File: src/shared/vic_pkg.sv
// Behaviour
// RL1: falling edge on pin sets external flag
// RL2: external sources call 04h or 08h
// RL3: external vectoring clears flag and master enable
// RL4: timer 0 overflow flags, calls 0ch
// RL5: timer 1 flag bit 4, calls 10h
// RL6: time base flag bit 5, calls 14h
// RL7: rtc flag bit 6, calls 18h
// RL8: acknowledgments held until return or re-enable
// RL9: irq return sets master enable, plain not
// RL10: requests serviced on next phase-two edge
// RL11: fixed priority ext0 highest, rtc lowest
// RL12: master enable clear masks all sources
// RL13: control 0 bit layout, bit 7 zero
// RL14: control 1 bit layout, bits 3,7 zero
// RL15: registers at 0bh and 1eh, read/write
// RL16: flags stay set until serviced or cleared
// RL17: disabled source still records its flag
// RL18: vector only when enabled, stack room, active
// RL19: full stack blocks every acknowledgment
// RL20: only program counter pushed on acknowledge
// RL21: only serviced source flag is cleared
package vic_pkg;
  // ----------------------------------------
  // register map
  // ----------------------------------------
  localparam logic [7:0] VIC_ADDR_CTRL0 = 8'h0b;
  localparam logic [7:0] VIC_ADDR_CTRL1 = 8'h1e;
  localparam logic [7:0] VIC_CTRL_RESET = 8'h00;
  // control 0 fields
  localparam int VIC_C0_MASTER_EN = 0;
  localparam int VIC_C0_EXT0_EN = 1;
  localparam int VIC_C0_EXT1_EN = 2;
  localparam int VIC_C0_TMR0_EN = 3;
  localparam int VIC_C0_EXT0_FLAG = 4;
  localparam int VIC_C0_EXT1_FLAG = 5;
  localparam int VIC_C0_TMR0_FLAG = 6;
  // control 1 fields
  localparam int VIC_C1_TMR1_EN = 0;
  localparam int VIC_C1_TB_EN = 1;
  localparam int VIC_C1_RTC_EN = 2;
  localparam int VIC_C1_TMR1_FLAG = 4;
  localparam int VIC_C1_TB_FLAG = 5;
  localparam int VIC_C1_RTC_FLAG = 6;
  // ----------------------------------------
  // vectors, priority order index 0 first
  // ----------------------------------------
  localparam int VIC_NSRC = 6;
  localparam logic [11:0] VIC_VEC_EXT0 = 12'h004;
  localparam logic [11:0] VIC_VEC_EXT1 = 12'h008;
  localparam logic [11:0] VIC_VEC_TMR0 = 12'h00c;
  localparam logic [11:0] VIC_VEC_TMR1 = 12'h010;
  localparam logic [11:0] VIC_VEC_TB = 12'h014;
  localparam logic [11:0] VIC_VEC_RTC = 12'h018;

  typedef struct packed {
    logic [7:0] addr;
    logic wr;
    logic [7:0] wdata;
  } vic_bus_s;

  typedef struct packed {
    logic req;
    logic [11:0] vector;
    logic [2:0] src;
  } vic_call_s;
endpackage

File: src/vic_pri_pick.sv
`timescale 1ns/1ps
module vic_pri_pick #(
  parameter int N = 6
) (
  // requests, bit 0 highest
  input wire logic [N-1:0] req_in,
  // result
  output logic any_out,
  output logic [N-1:0] onehot_out,
  output logic [2:0] index_out
);
  always_comb begin
    any_out = 1'b0;
    onehot_out = '0;
    index_out = 3'h0;
    // fixed priority scan, lowest index wins
    for (int i = N - 1; i >= 0; i--) begin
      if (req_in[i]) begin // see RL11
        any_out = 1'b1;
        onehot_out = '0;
        onehot_out[i] = 1'b1;
        index_out = 3'(i);
      end
    end
  end
endmodule // vic_pri_pick

File: src/vic_ctrl.sv
`timescale 1ns/1ps
module vic_ctrl (
  // clock and reset
  input wire logic clk_in,
  input wire logic resetn_in,
  // data memory port
  input wire vic_pkg::vic_bus_s bus_in,
  output logic [7:0] rdata_out,
  // sequencer
  input wire logic phase_two_clock_in,
  input wire logic stack_full_in,
  input wire logic irq_return_instr_in,
  input wire logic plain_return_instr_in,
  input wire logic call_done_in,
  output vic_pkg::vic_call_s call_out,
  // event sources
  input wire logic ext_irq_pin_a_in,
  input wire logic ext_irq_pin_b_in,
  input wire logic timer0_ovf_in,
  input wire logic timer1_ovf_in,
  input wire logic timebase_tick_in,
  input wire logic rtc_tick_in
);
  import vic_pkg::*;

  typedef struct packed {
    logic master_irq_enable;
    logic [VIC_NSRC-1:0] en;
    logic [VIC_NSRC-1:0] flag;
    logic pin_a_d;
    logic pin_b_d;
    logic t2_d;
    vic_call_s call;
  } vic_state_s;

  vic_state_s st_r, st_nxt;
  logic [VIC_NSRC-1:0] set_ev;
  logic [VIC_NSRC-1:0] elig;
  logic [VIC_NSRC-1:0] pick;
  logic pick_any;
  logic [2:0] pick_idx;
  logic t2_rise;
  logic [7:0] c0, c1;

  // ----------------------------------------
  // helpers
  // ----------------------------------------
  function automatic logic [11:0] vec_of(input logic [2:0] idx);
    unique case (idx)
      3'h0: vec_of = VIC_VEC_EXT0; // see RL2
      3'h1: vec_of = VIC_VEC_EXT1; // see RL2
      3'h2: vec_of = VIC_VEC_TMR0; // see RL4
      3'h3: vec_of = VIC_VEC_TMR1; // see RL5
      3'h4: vec_of = VIC_VEC_TB; // see RL6
      3'h5: vec_of = VIC_VEC_RTC; // see RL7
      default: vec_of = VIC_VEC_EXT0;
    endcase
  endfunction

  function automatic logic [7:0] pack_c0(input vic_state_s s);
    pack_c0 = 8'h00; // bit 7 reads zero, see RL13
    pack_c0[VIC_C0_MASTER_EN] = s.master_irq_enable;
    pack_c0[VIC_C0_EXT0_EN] = s.en[0];
    pack_c0[VIC_C0_EXT1_EN] = s.en[1];
    pack_c0[VIC_C0_TMR0_EN] = s.en[2];
    pack_c0[VIC_C0_EXT0_FLAG] = s.flag[0];
    pack_c0[VIC_C0_EXT1_FLAG] = s.flag[1];
    pack_c0[VIC_C0_TMR0_FLAG] = s.flag[2];
  endfunction

  function automatic logic [7:0] pack_c1(input vic_state_s s);
    pack_c1 = 8'h00; // bits 3 and 7 read zero, see RL14
    pack_c1[VIC_C1_TMR1_EN] = s.en[3];
    pack_c1[VIC_C1_TB_EN] = s.en[4];
    pack_c1[VIC_C1_RTC_EN] = s.en[5];
    pack_c1[VIC_C1_TMR1_FLAG] = s.flag[3];
    pack_c1[VIC_C1_TB_FLAG] = s.flag[4];
    pack_c1[VIC_C1_RTC_FLAG] = s.flag[5];
  endfunction

  // ----------------------------------------
  // event detection
  // ----------------------------------------
  assign set_ev[0] = st_r.pin_a_d & ~ext_irq_pin_a_in; // see RL1
  assign set_ev[1] = st_r.pin_b_d & ~ext_irq_pin_b_in; // see RL1
  assign set_ev[2] = timer0_ovf_in; // see RL4
  assign set_ev[3] = timer1_ovf_in; // see RL5
  assign set_ev[4] = timebase_tick_in; // see RL6
  assign set_ev[5] = rtc_tick_in; // see RL7
  assign t2_rise = phase_two_clock_in & ~st_r.t2_d;

  // eligibility: master, own enable, room on stack, no call in flight
  assign elig = (st_r.master_irq_enable && !stack_full_in && !st_r.call.req) ?
    (st_r.flag & st_r.en) : '0; // see RL12 RL17 RL18 RL19 RL8

  vic_pri_pick #(
    .N(VIC_NSRC)
  ) u_pick (
    .req_in(elig),
    .any_out(pick_any),
    .onehot_out(pick),
    .index_out(pick_idx)
  );

  assign c0 = pack_c0(st_r);
  assign c1 = pack_c1(st_r);

  // ----------------------------------------
  // next state
  // ----------------------------------------
  always_comb begin
    st_nxt = st_r;
    st_nxt.pin_a_d = ext_irq_pin_a_in;
    st_nxt.pin_b_d = ext_irq_pin_b_in;
    st_nxt.t2_d = phase_two_clock_in;
    // software write first, so hardware events below win
    if (bus_in.wr && bus_in.addr == VIC_ADDR_CTRL0) begin // see RL15
      st_nxt.master_irq_enable = bus_in.wdata[VIC_C0_MASTER_EN];
      st_nxt.en[0] = bus_in.wdata[VIC_C0_EXT0_EN];
      st_nxt.en[1] = bus_in.wdata[VIC_C0_EXT1_EN];
      st_nxt.en[2] = bus_in.wdata[VIC_C0_TMR0_EN];
      st_nxt.flag[0] = bus_in.wdata[VIC_C0_EXT0_FLAG];
      st_nxt.flag[1] = bus_in.wdata[VIC_C0_EXT1_FLAG];
      st_nxt.flag[2] = bus_in.wdata[VIC_C0_TMR0_FLAG];
    end
    if (bus_in.wr && bus_in.addr == VIC_ADDR_CTRL1) begin // see RL15
      st_nxt.en[3] = bus_in.wdata[VIC_C1_TMR1_EN];
      st_nxt.en[4] = bus_in.wdata[VIC_C1_TB_EN];
      st_nxt.en[5] = bus_in.wdata[VIC_C1_RTC_EN];
      st_nxt.flag[3] = bus_in.wdata[VIC_C1_TMR1_FLAG];
      st_nxt.flag[4] = bus_in.wdata[VIC_C1_TB_FLAG];
      st_nxt.flag[5] = bus_in.wdata[VIC_C1_RTC_FLAG];
    end
    // return re-opens service; plain return leaves master alone
    if (irq_return_instr_in) begin
      st_nxt.master_irq_enable = 1'b1; // see RL9
    end
    // sample on phase-two rising edge only
    if (t2_rise && pick_any) begin // see RL10
      st_nxt.flag = st_nxt.flag & ~pick; // see RL3 RL21
      st_nxt.master_irq_enable = 1'b0; // see RL3
      st_nxt.call.req = 1'b1;
      st_nxt.call.vector = vec_of(pick_idx);
      st_nxt.call.src = pick_idx;
    end
    // sequencer pushes only the pc, then takes the vector
    if (st_r.call.req && call_done_in) begin // see RL20
      st_nxt.call.req = 1'b0;
    end
    // a new event beats a clear in the same cycle
    st_nxt.flag = st_nxt.flag | set_ev; // see RL16 RL17
  end

  always_ff @(posedge clk_in) begin
    if (!resetn_in) begin
      st_r <= '0;
      st_r.pin_a_d <= 1'b1;
      st_r.pin_b_d <= 1'b1;
    end else begin
      st_r <= st_nxt;
    end
  end

  // ----------------------------------------
  // outputs
  // ----------------------------------------
  always_comb begin
    unique case (bus_in.addr)
      VIC_ADDR_CTRL0: rdata_out = c0;
      VIC_ADDR_CTRL1: rdata_out = c1;
      default: rdata_out = VIC_CTRL_RESET;
    endcase
  end

  assign call_out = st_r.call;
endmodule // vic_ctrl

File: config.mk
export PLATFORM = sky130hd
export DESIGN_NAME = vic_ctrl
export DESIGN_NICKNAME = d
export VERILOG_FILES = /design/src/shared/vic_pkg.sv /design/src/vic_pri_pick.sv /design/src/vic_ctrl.sv
export SDC_FILE = /design/constraint.sdc
export NUM_CORES = 1
export LEC_CHECK = 0
export BUFFER_PORTS_ARGS = -buffer_cell sky130_fd_sc_hd__buf_4
export CORE_MARGIN = 1
export CORE_UTILIZATION = 48
export DETAILED_ROUTE_END_ITERATION = 7
export GPL_TIMING_DRIVEN = 0
export PLACE_DENSITY = 0.89
export SETUP_SLACK_MARGIN = 0.5
export SLEW_MARGIN = 20
export SYNTH_ARGS = -nofsm -noshare
export SYNTH_HDL_FRONTEND = slang
export SYNTH_HIERARCHICAL = 1
export SYNTH_SLANG_ARGS = --single-unit
File: constraint.sdc
create_clock -name clk_in -period 2.7 [get_ports clk_in]
set_input_delay 0.54 -clock clk_in [delete_from_list [all_inputs] [get_ports clk_in]]
set_output_delay 0.54 -clock clk_in [all_outputs]
set_load 0.02 [all_outputs]
After elaboration in Yosys (flattened, before gate mapping) --
Cells that the tools add are included.
Word-level totals: register bits after elaboration 32, input bits 30, output and inout port bits 24, word-level logic and storage cells 65
Cells by class: equality and inequality tests 7, mux-type cells 26, bitwise operators 11, reduce and logical (&&, ||, !) cells 11
Operators by type and width (count):
- 6-bit 2-to-1 mux | 8
- 5-bit one-hot mux with 5 select lines | 1
- 3-bit 2-to-1 mux | 8
- 7-bit one-hot mux with 2 select lines | 1
- 6-bit AND | 2
- 8-bit by 4-bit == test with 1-bit output (second input constant) | 1
- 8-bit by 5-bit == test with 1-bit output (second input constant) | 1
- 1-bit 2-to-1 mux | 8
- 3-bit by 2-bit == test with 1-bit output (second input constant) | 2
- 3-bit == test (second input constant) | 2
- 1-bit logical AND | 6
- 6-bit inverter | 1
- 6-bit bitwise OR | 1
- 1-bit inverter | 4
- 2-bit OR reduction | 2
- 1-bit AND | 3
- 3-bit by 1-bit == test with 1-bit output (second input constant) | 1
- 1-bit logical NOT | 2
- 2-bit nonzero test | 1

Logic depth before layout (Yosys ltp) --
depth after elaboration 14, mapped depth 10, gate-level depth less buffers 10

Cells and area by module --
Netlist, hierarchy kept.
By module, submodules not included:
- vic_ctrl | instances 1, cells each 154, area an instance 1318.8 µm², sequential area each 460.4 µm²
- vic_pri_pick | instances 1, cells each 17, area an instance 93.8 µm², sequential area each 0.0 µm²

Worst setup path after synthesis --
Ideal clock, no wire load.
path kind input-to-reg, start input stack_full_in, end register st_r (netlist bit call_out[6]), setup time 0.121 ns, arrival 2.388 ns, data required time 2.579 ns, setup slack 0.191 ns, cell stages on the path 9, path buffers 0, cells stage by stage nor3b_1 and3_1 nor2_1 nor3_1 inv_1 ha_1 a21oi_1 a211oi_1 nor3_1
On the way: elaborated cells between the ends (all ways) 23, those cells by class eq/ne: 5; mux: 14; reduce/logical: 4
RTL lines:
- from (decl) | line vic_ctrl.sv:11 | input wire logic stack_full_in,
- 1-bit logical NOT * | line vic_ctrl.sv:93 | assign elig = (st_r.master_irq_enable && !stack_full_in && !st_r.call.req) ?
- 1-bit logical AND * (2 in a row) | line vic_ctrl.sv:93
- 6-bit 2-to-1 mux * | line vic_ctrl.sv:93
- named net elig[2] | line vic_ctrl.sv:38 | logic [VIC_NSRC-1:0] elig;
- 3-bit 2-to-1 mux * (3 in a row) | line vic_pri_pick.sv:18 | if (req_in[i]) begin
- named net pick_idx[1] | line vic_ctrl.sv:41 | logic [2:0] pick_idx;
- 3-bit == test (tied with other cells) | line vic_ctrl.sv:49 | unique case (idx)
- 5-bit one-hot mux with 5 select lines * | line vic_ctrl.sv:49
- to (signal assigned) | line vic_ctrl.sv:160 | st_r <= st_nxt;
- to (decl) | line vic_ctrl.sv:36 | vic_state_s st_r, st_nxt;
The timed path passes the listed nets; every way through them passes the cells marked *. A chain may end at the register's enable or synchronous reset.

Worst setup path after layout --
start input bus_in[16] (netlist bit), end output rdata_out[6]
On the way: cells in the longest elaborated chain, start to end 2, elaborated cells between the ends (all ways) 3, those cells by class eq/ne: 2; mux: 1
RTL lines:
- from (decl) | line vic_ctrl.sv:7 | input wire vic_pkg::vic_bus_s bus_in,
- 8-bit by 5-bit == test with 1-bit output or 8-bit by 4-bit == test with 1-bit output (tied branches) | line vic_ctrl.sv:168 | unique case (bus_in.addr)
- 7-bit one-hot mux with 2 select lines * | line vic_ctrl.sv:168
- to (decl) | line vic_ctrl.sv:8 | output logic [7:0] rdata_out,
Mark *: on every way between the ends. The rest lies on a longest branch, timed or not.

==> parameters.txt <==
Parameter                              Value

Clock tree
  Clock network latency to the later pin of the worst-skew pair    330 ps
  Clock buffer depth    2
  Clock tree from TritonCTS    done
  Clock root buffer master    sky130_fd_sc_hd__clkbuf_4
  Total clock sinks    23
  Clock slew at the register clock pins of the worst setup and hold paths    130 ps
  CTS Hold Bufs    0
  Number of H-tree levels    1
  Number of CTS-inserted buffers    3

Floorplanning
  Number of top-level pins    54
  DIE HEIGHT    56.25 um
  Die outline width    56.25 um
  Effective utilization at floorplan    50.79%
  Standard cell core area    0.002781 mm^2
  Number of standard-cell rows in the floorplan    19
  Die outline area    0.003164 mm^2

Worst setup path
  CP cell instances    buf_6, nand4bb_4, nor4b_4, buf_6, a22o_1, buf_4
  Setup crit start    bus_in[16]
  Maximum cell stage delay along the critical path    300 ps
  Logic depth of the worst register-to-register path    8
  Critical Path End Type    primary output
  Maximum fanout count along the critical path    8
  End point of the critical path    rdata_out[6]
  Worst path required time    2160 ps
  Worst Setup Start Kind    input pin
  Critical path data arrival time    1630 ps
  Source of the worst register-to-register timing path    c0[0]$_SDFFE_PP0P_
  Dominant cell type by count on the critical path    sky130_fd_sc_hd__buf_6
  Crit path max-delay cell type    sky130_fd_sc_hd__nor4b_4
  Setup slack of the worst register-to-register path    580 ps
  Start-to-end type of the worst setup path    input pin to primary output
  Critical register-to-register path endpoint    call_out[6]$_SDFFE_PN0N_

STA
  Number of slew-limit violations in the final report    0
  Accumulated negative setup slack    0 ps
  Hold Violations, Final    0
  Min Hold Slack    420.6 ps
  Post-route minimum period    2170 ps
  Max Clock Skew    5.975 ps
  Maximum clock rate    460.8 MHz
  Final period util    80.37%
  Max-slew headroom    60.73%
  Actual slew at the worst max-slew pin    584.7 ps
  Unrepaired setup endpoints after global routing    true
  Final setup violation count    0

Layout
  Fin nets    263
  Commonest non-fill, non-tap cell in the layout    sky130_fd_sc_hd__buf_4
  Fraction of final layout cells sized beyond drive strength 1    40.69%
  N_diodes    0
  Area added between synthesis and finish    40.83%
  Most frequent cells in the layout    63 x sky130_fd_sc_hd__buf_4, 26 x sky130_fd_sc_hd__nand2_1, 21 x sky130_fd_sc_hd__dfxtp_1

Synthesis
  Yosys warns    6
  Total of flip-flops plus latches after synthesis    23
  Seq/Total Area, Yosys    32.60%
  Mean post-synth cell area    8.261 um^2
  Proportion of register bits with asynchronous set or reset after synthesis    0%
  Number of enable-type register cells in the synthesized netlist    0
  Leading register cell type out of synthesis    sky130_fd_sc_hd__dfxtp_1
  Cells after Synth    171
  Post-synthesis cell type count    44
  Post-Syn Area    0.001413 mm^2

Drt
  Overall via count from detail_route    1388
  Average routed wire per standard cell    13.50 um
  Number of remaining DRC errors    0
  Vias per std cell    5.298
  Number of nets with antenna violations after routing    0
  Detailed Route Iter0 Violations    47
  First-pass iteration count of the detailed router    4
  Total Wirelength    3538 um

Place
  Final HPWL from detailed placement    2427 um
  GP Congestion    0.8769
  Buffers on Ports    41

Pwr
  Final Power    631.0 uW
  Leakage power summed over all cells    0.8961 nW
  Areal power density over the cells    317.2 mW/mm^2
  VDD IR max    0.3204 mV

Global routing
  Maximum number of pins on one net before global-route repair    14
  First-pass GRT wire length    5285 um
  Total routing usage reported by global routing    21.09%
  Antenna violations before repair    0
  Number of global-route vias before repair    1207
  Busiest metal layer after global routing    met2
  Global Route met3 Usage    3.226%
  Total congestion overflow after global routing    0
  Met1 routing resource usage after global routing    28.34%
  Met2 Use GR    33.50%

Job
  Number of violations of the max-capacitance limit    0

Hold path
  HP Class    input pin to register

Status
  Result of the run    finished clean
per-stage QoR:
stage | util (%) | instance area, um^2 | setup WS [ps] | instances
2_1_floorplan | - | 1481 | 469.8 | 180
3_3_place_gp | 65.72 | 1828 | 159.2 | 252
3_5_place_dp | 65.72 | 1828 | 123.6 | 252
4_1_cts | 67.93 | 1889 | 494.4 | 258
5_1_grt | 71.53 | 1989 | 426.4 | 262
6_report | 71.53 | 1989 | 530.0 | 262
routing by layer:
metal,up-vias,part of all wire (%)
met5,-,0
li1,693,-
met1,633,44
met4,0,2.0
met2,53,49
met3,9,5.2
critical path, delay by kind of cell:
kind	cells	cell delay, ps
AO/OA/AOI/OAI	1	150
AND/OR/NAND/NOR	2	540
buffers and inverters	3	400
cells in the mapped netlist (2+ instances only):
master	count	area [um^2]
sky130_fd_sc_hd__a21oi_1	10	50.05
sky130_fd_sc_hd__mux2i_1	6	60.06
sky130_fd_sc_hd__nor2_1	11	41.29
sky130_fd_sc_hd__o22ai_1	2	12.51
sky130_fd_sc_hd__nor4_1	2	12.51
sky130_fd_sc_hd__and3_1	7	43.79
sky130_fd_sc_hd__and2_1	3	18.77
sky130_fd_sc_hd__nand2b_1	4	25.02
sky130_fd_sc_hd__a22o_1	6	52.55
sky130_fd_sc_hd__nor3_1	2	10.01
sky130_fd_sc_hd__nand3_1	3	15.01
sky130_fd_sc_hd__inv_1	10	37.54
sky130_fd_sc_hd__o21ai_0	2	10.01
sky130_fd_sc_hd__nand4_1	3	18.77
sky130_fd_sc_hd__o211ai_1	3	22.52
sky130_fd_sc_hd__buf_4	19	142.6
sky130_fd_sc_hd__nor3b_1	2	15.01
sky130_fd_sc_hd__nand2_1	26	97.59
sky130_fd_sc_hd__clkbuf_1	3	11.26
sky130_fd_sc_hd__dfxtp_1	23	460.4
sequential cells by signal, indices dropped and copies added, names as in the netlist:
signal	cells
c1	6
call_out	7
c0	7
st_r	3
logic make-up after synthesis:
family | synth area share [%]
xor gates and xnor gates | 0.6201
and+or+nand+nor | 30.91
muxes | 5.049
adders and majority gates | 0.8856
buffers and inverters | 14.17
other | 0.2655
AOI/OAI and AO/OA | 15.50
DFF | 32.60
what timing repair did:
item / CTS / global route
gates resized for setup: 5 / 22
setup endpoints to repair: 9 / 19
buffers inserted: 2 / 4
pin swaps: 2 / 11
layout make-up:
| class | count | area (um^2) |
|---|---|---|
| clock inverters | 1 | 5.005 |
| flip-flops and latches | 23 | 462.9 |
| multi-input cells | 123 | 885.9 |
| well taps | 31 | 38.79 |
| fillers | 229 | 792.0 |
| plain buffers | 24 | 172.7 |
| inverters | 10 | 37.54 |
| clock buffers | 3 | 22.52 |
| repair buffers | 47 | 364.1 |
worst min path at each step:
| stage | startpoint | end | slack, ps | depth (start not counted) |
|---|---|---|---|---|
| 4_1_cts | timebase_tick_in | c1[5]$_SDFF_PN0_ | 420 | 3 |
| 3_3_place_gp | st_r[18]$_SDFF_PN1_ | c0[4]$_SDFF_PN0_ | 430 | 2 |
| 6_report | ext_irq_pin_a_in | st_r[18]$_SDFF_PN1_ | 420 | 2 |
| 3_5_place_dp | st_r[18]$_SDFF_PN1_ | c0[4]$_SDFF_PN0_ | 440 | 2 |
| 5_1_grt | ext_irq_pin_a_in | st_r[18]$_SDFF_PN1_ | 410 | 2 |
| 2_1_floorplan | st_r[18]$_SDFF_PN1_ | c0[4]$_SDFF_PN0_ | 410 | 2 |
report_power, final:
| group | total (mW) | switching [mW] | internal, mW |
|---|---|---|---|
| registers | 0.361 | 0.0102 | 0.351 |
| logic | 0.101 | 0.0466 | 0.0541 |
| clock network | 0.169 | 0.113 | 0.0557 |
No activity file was read; power rests on OpenSTA's default activity.
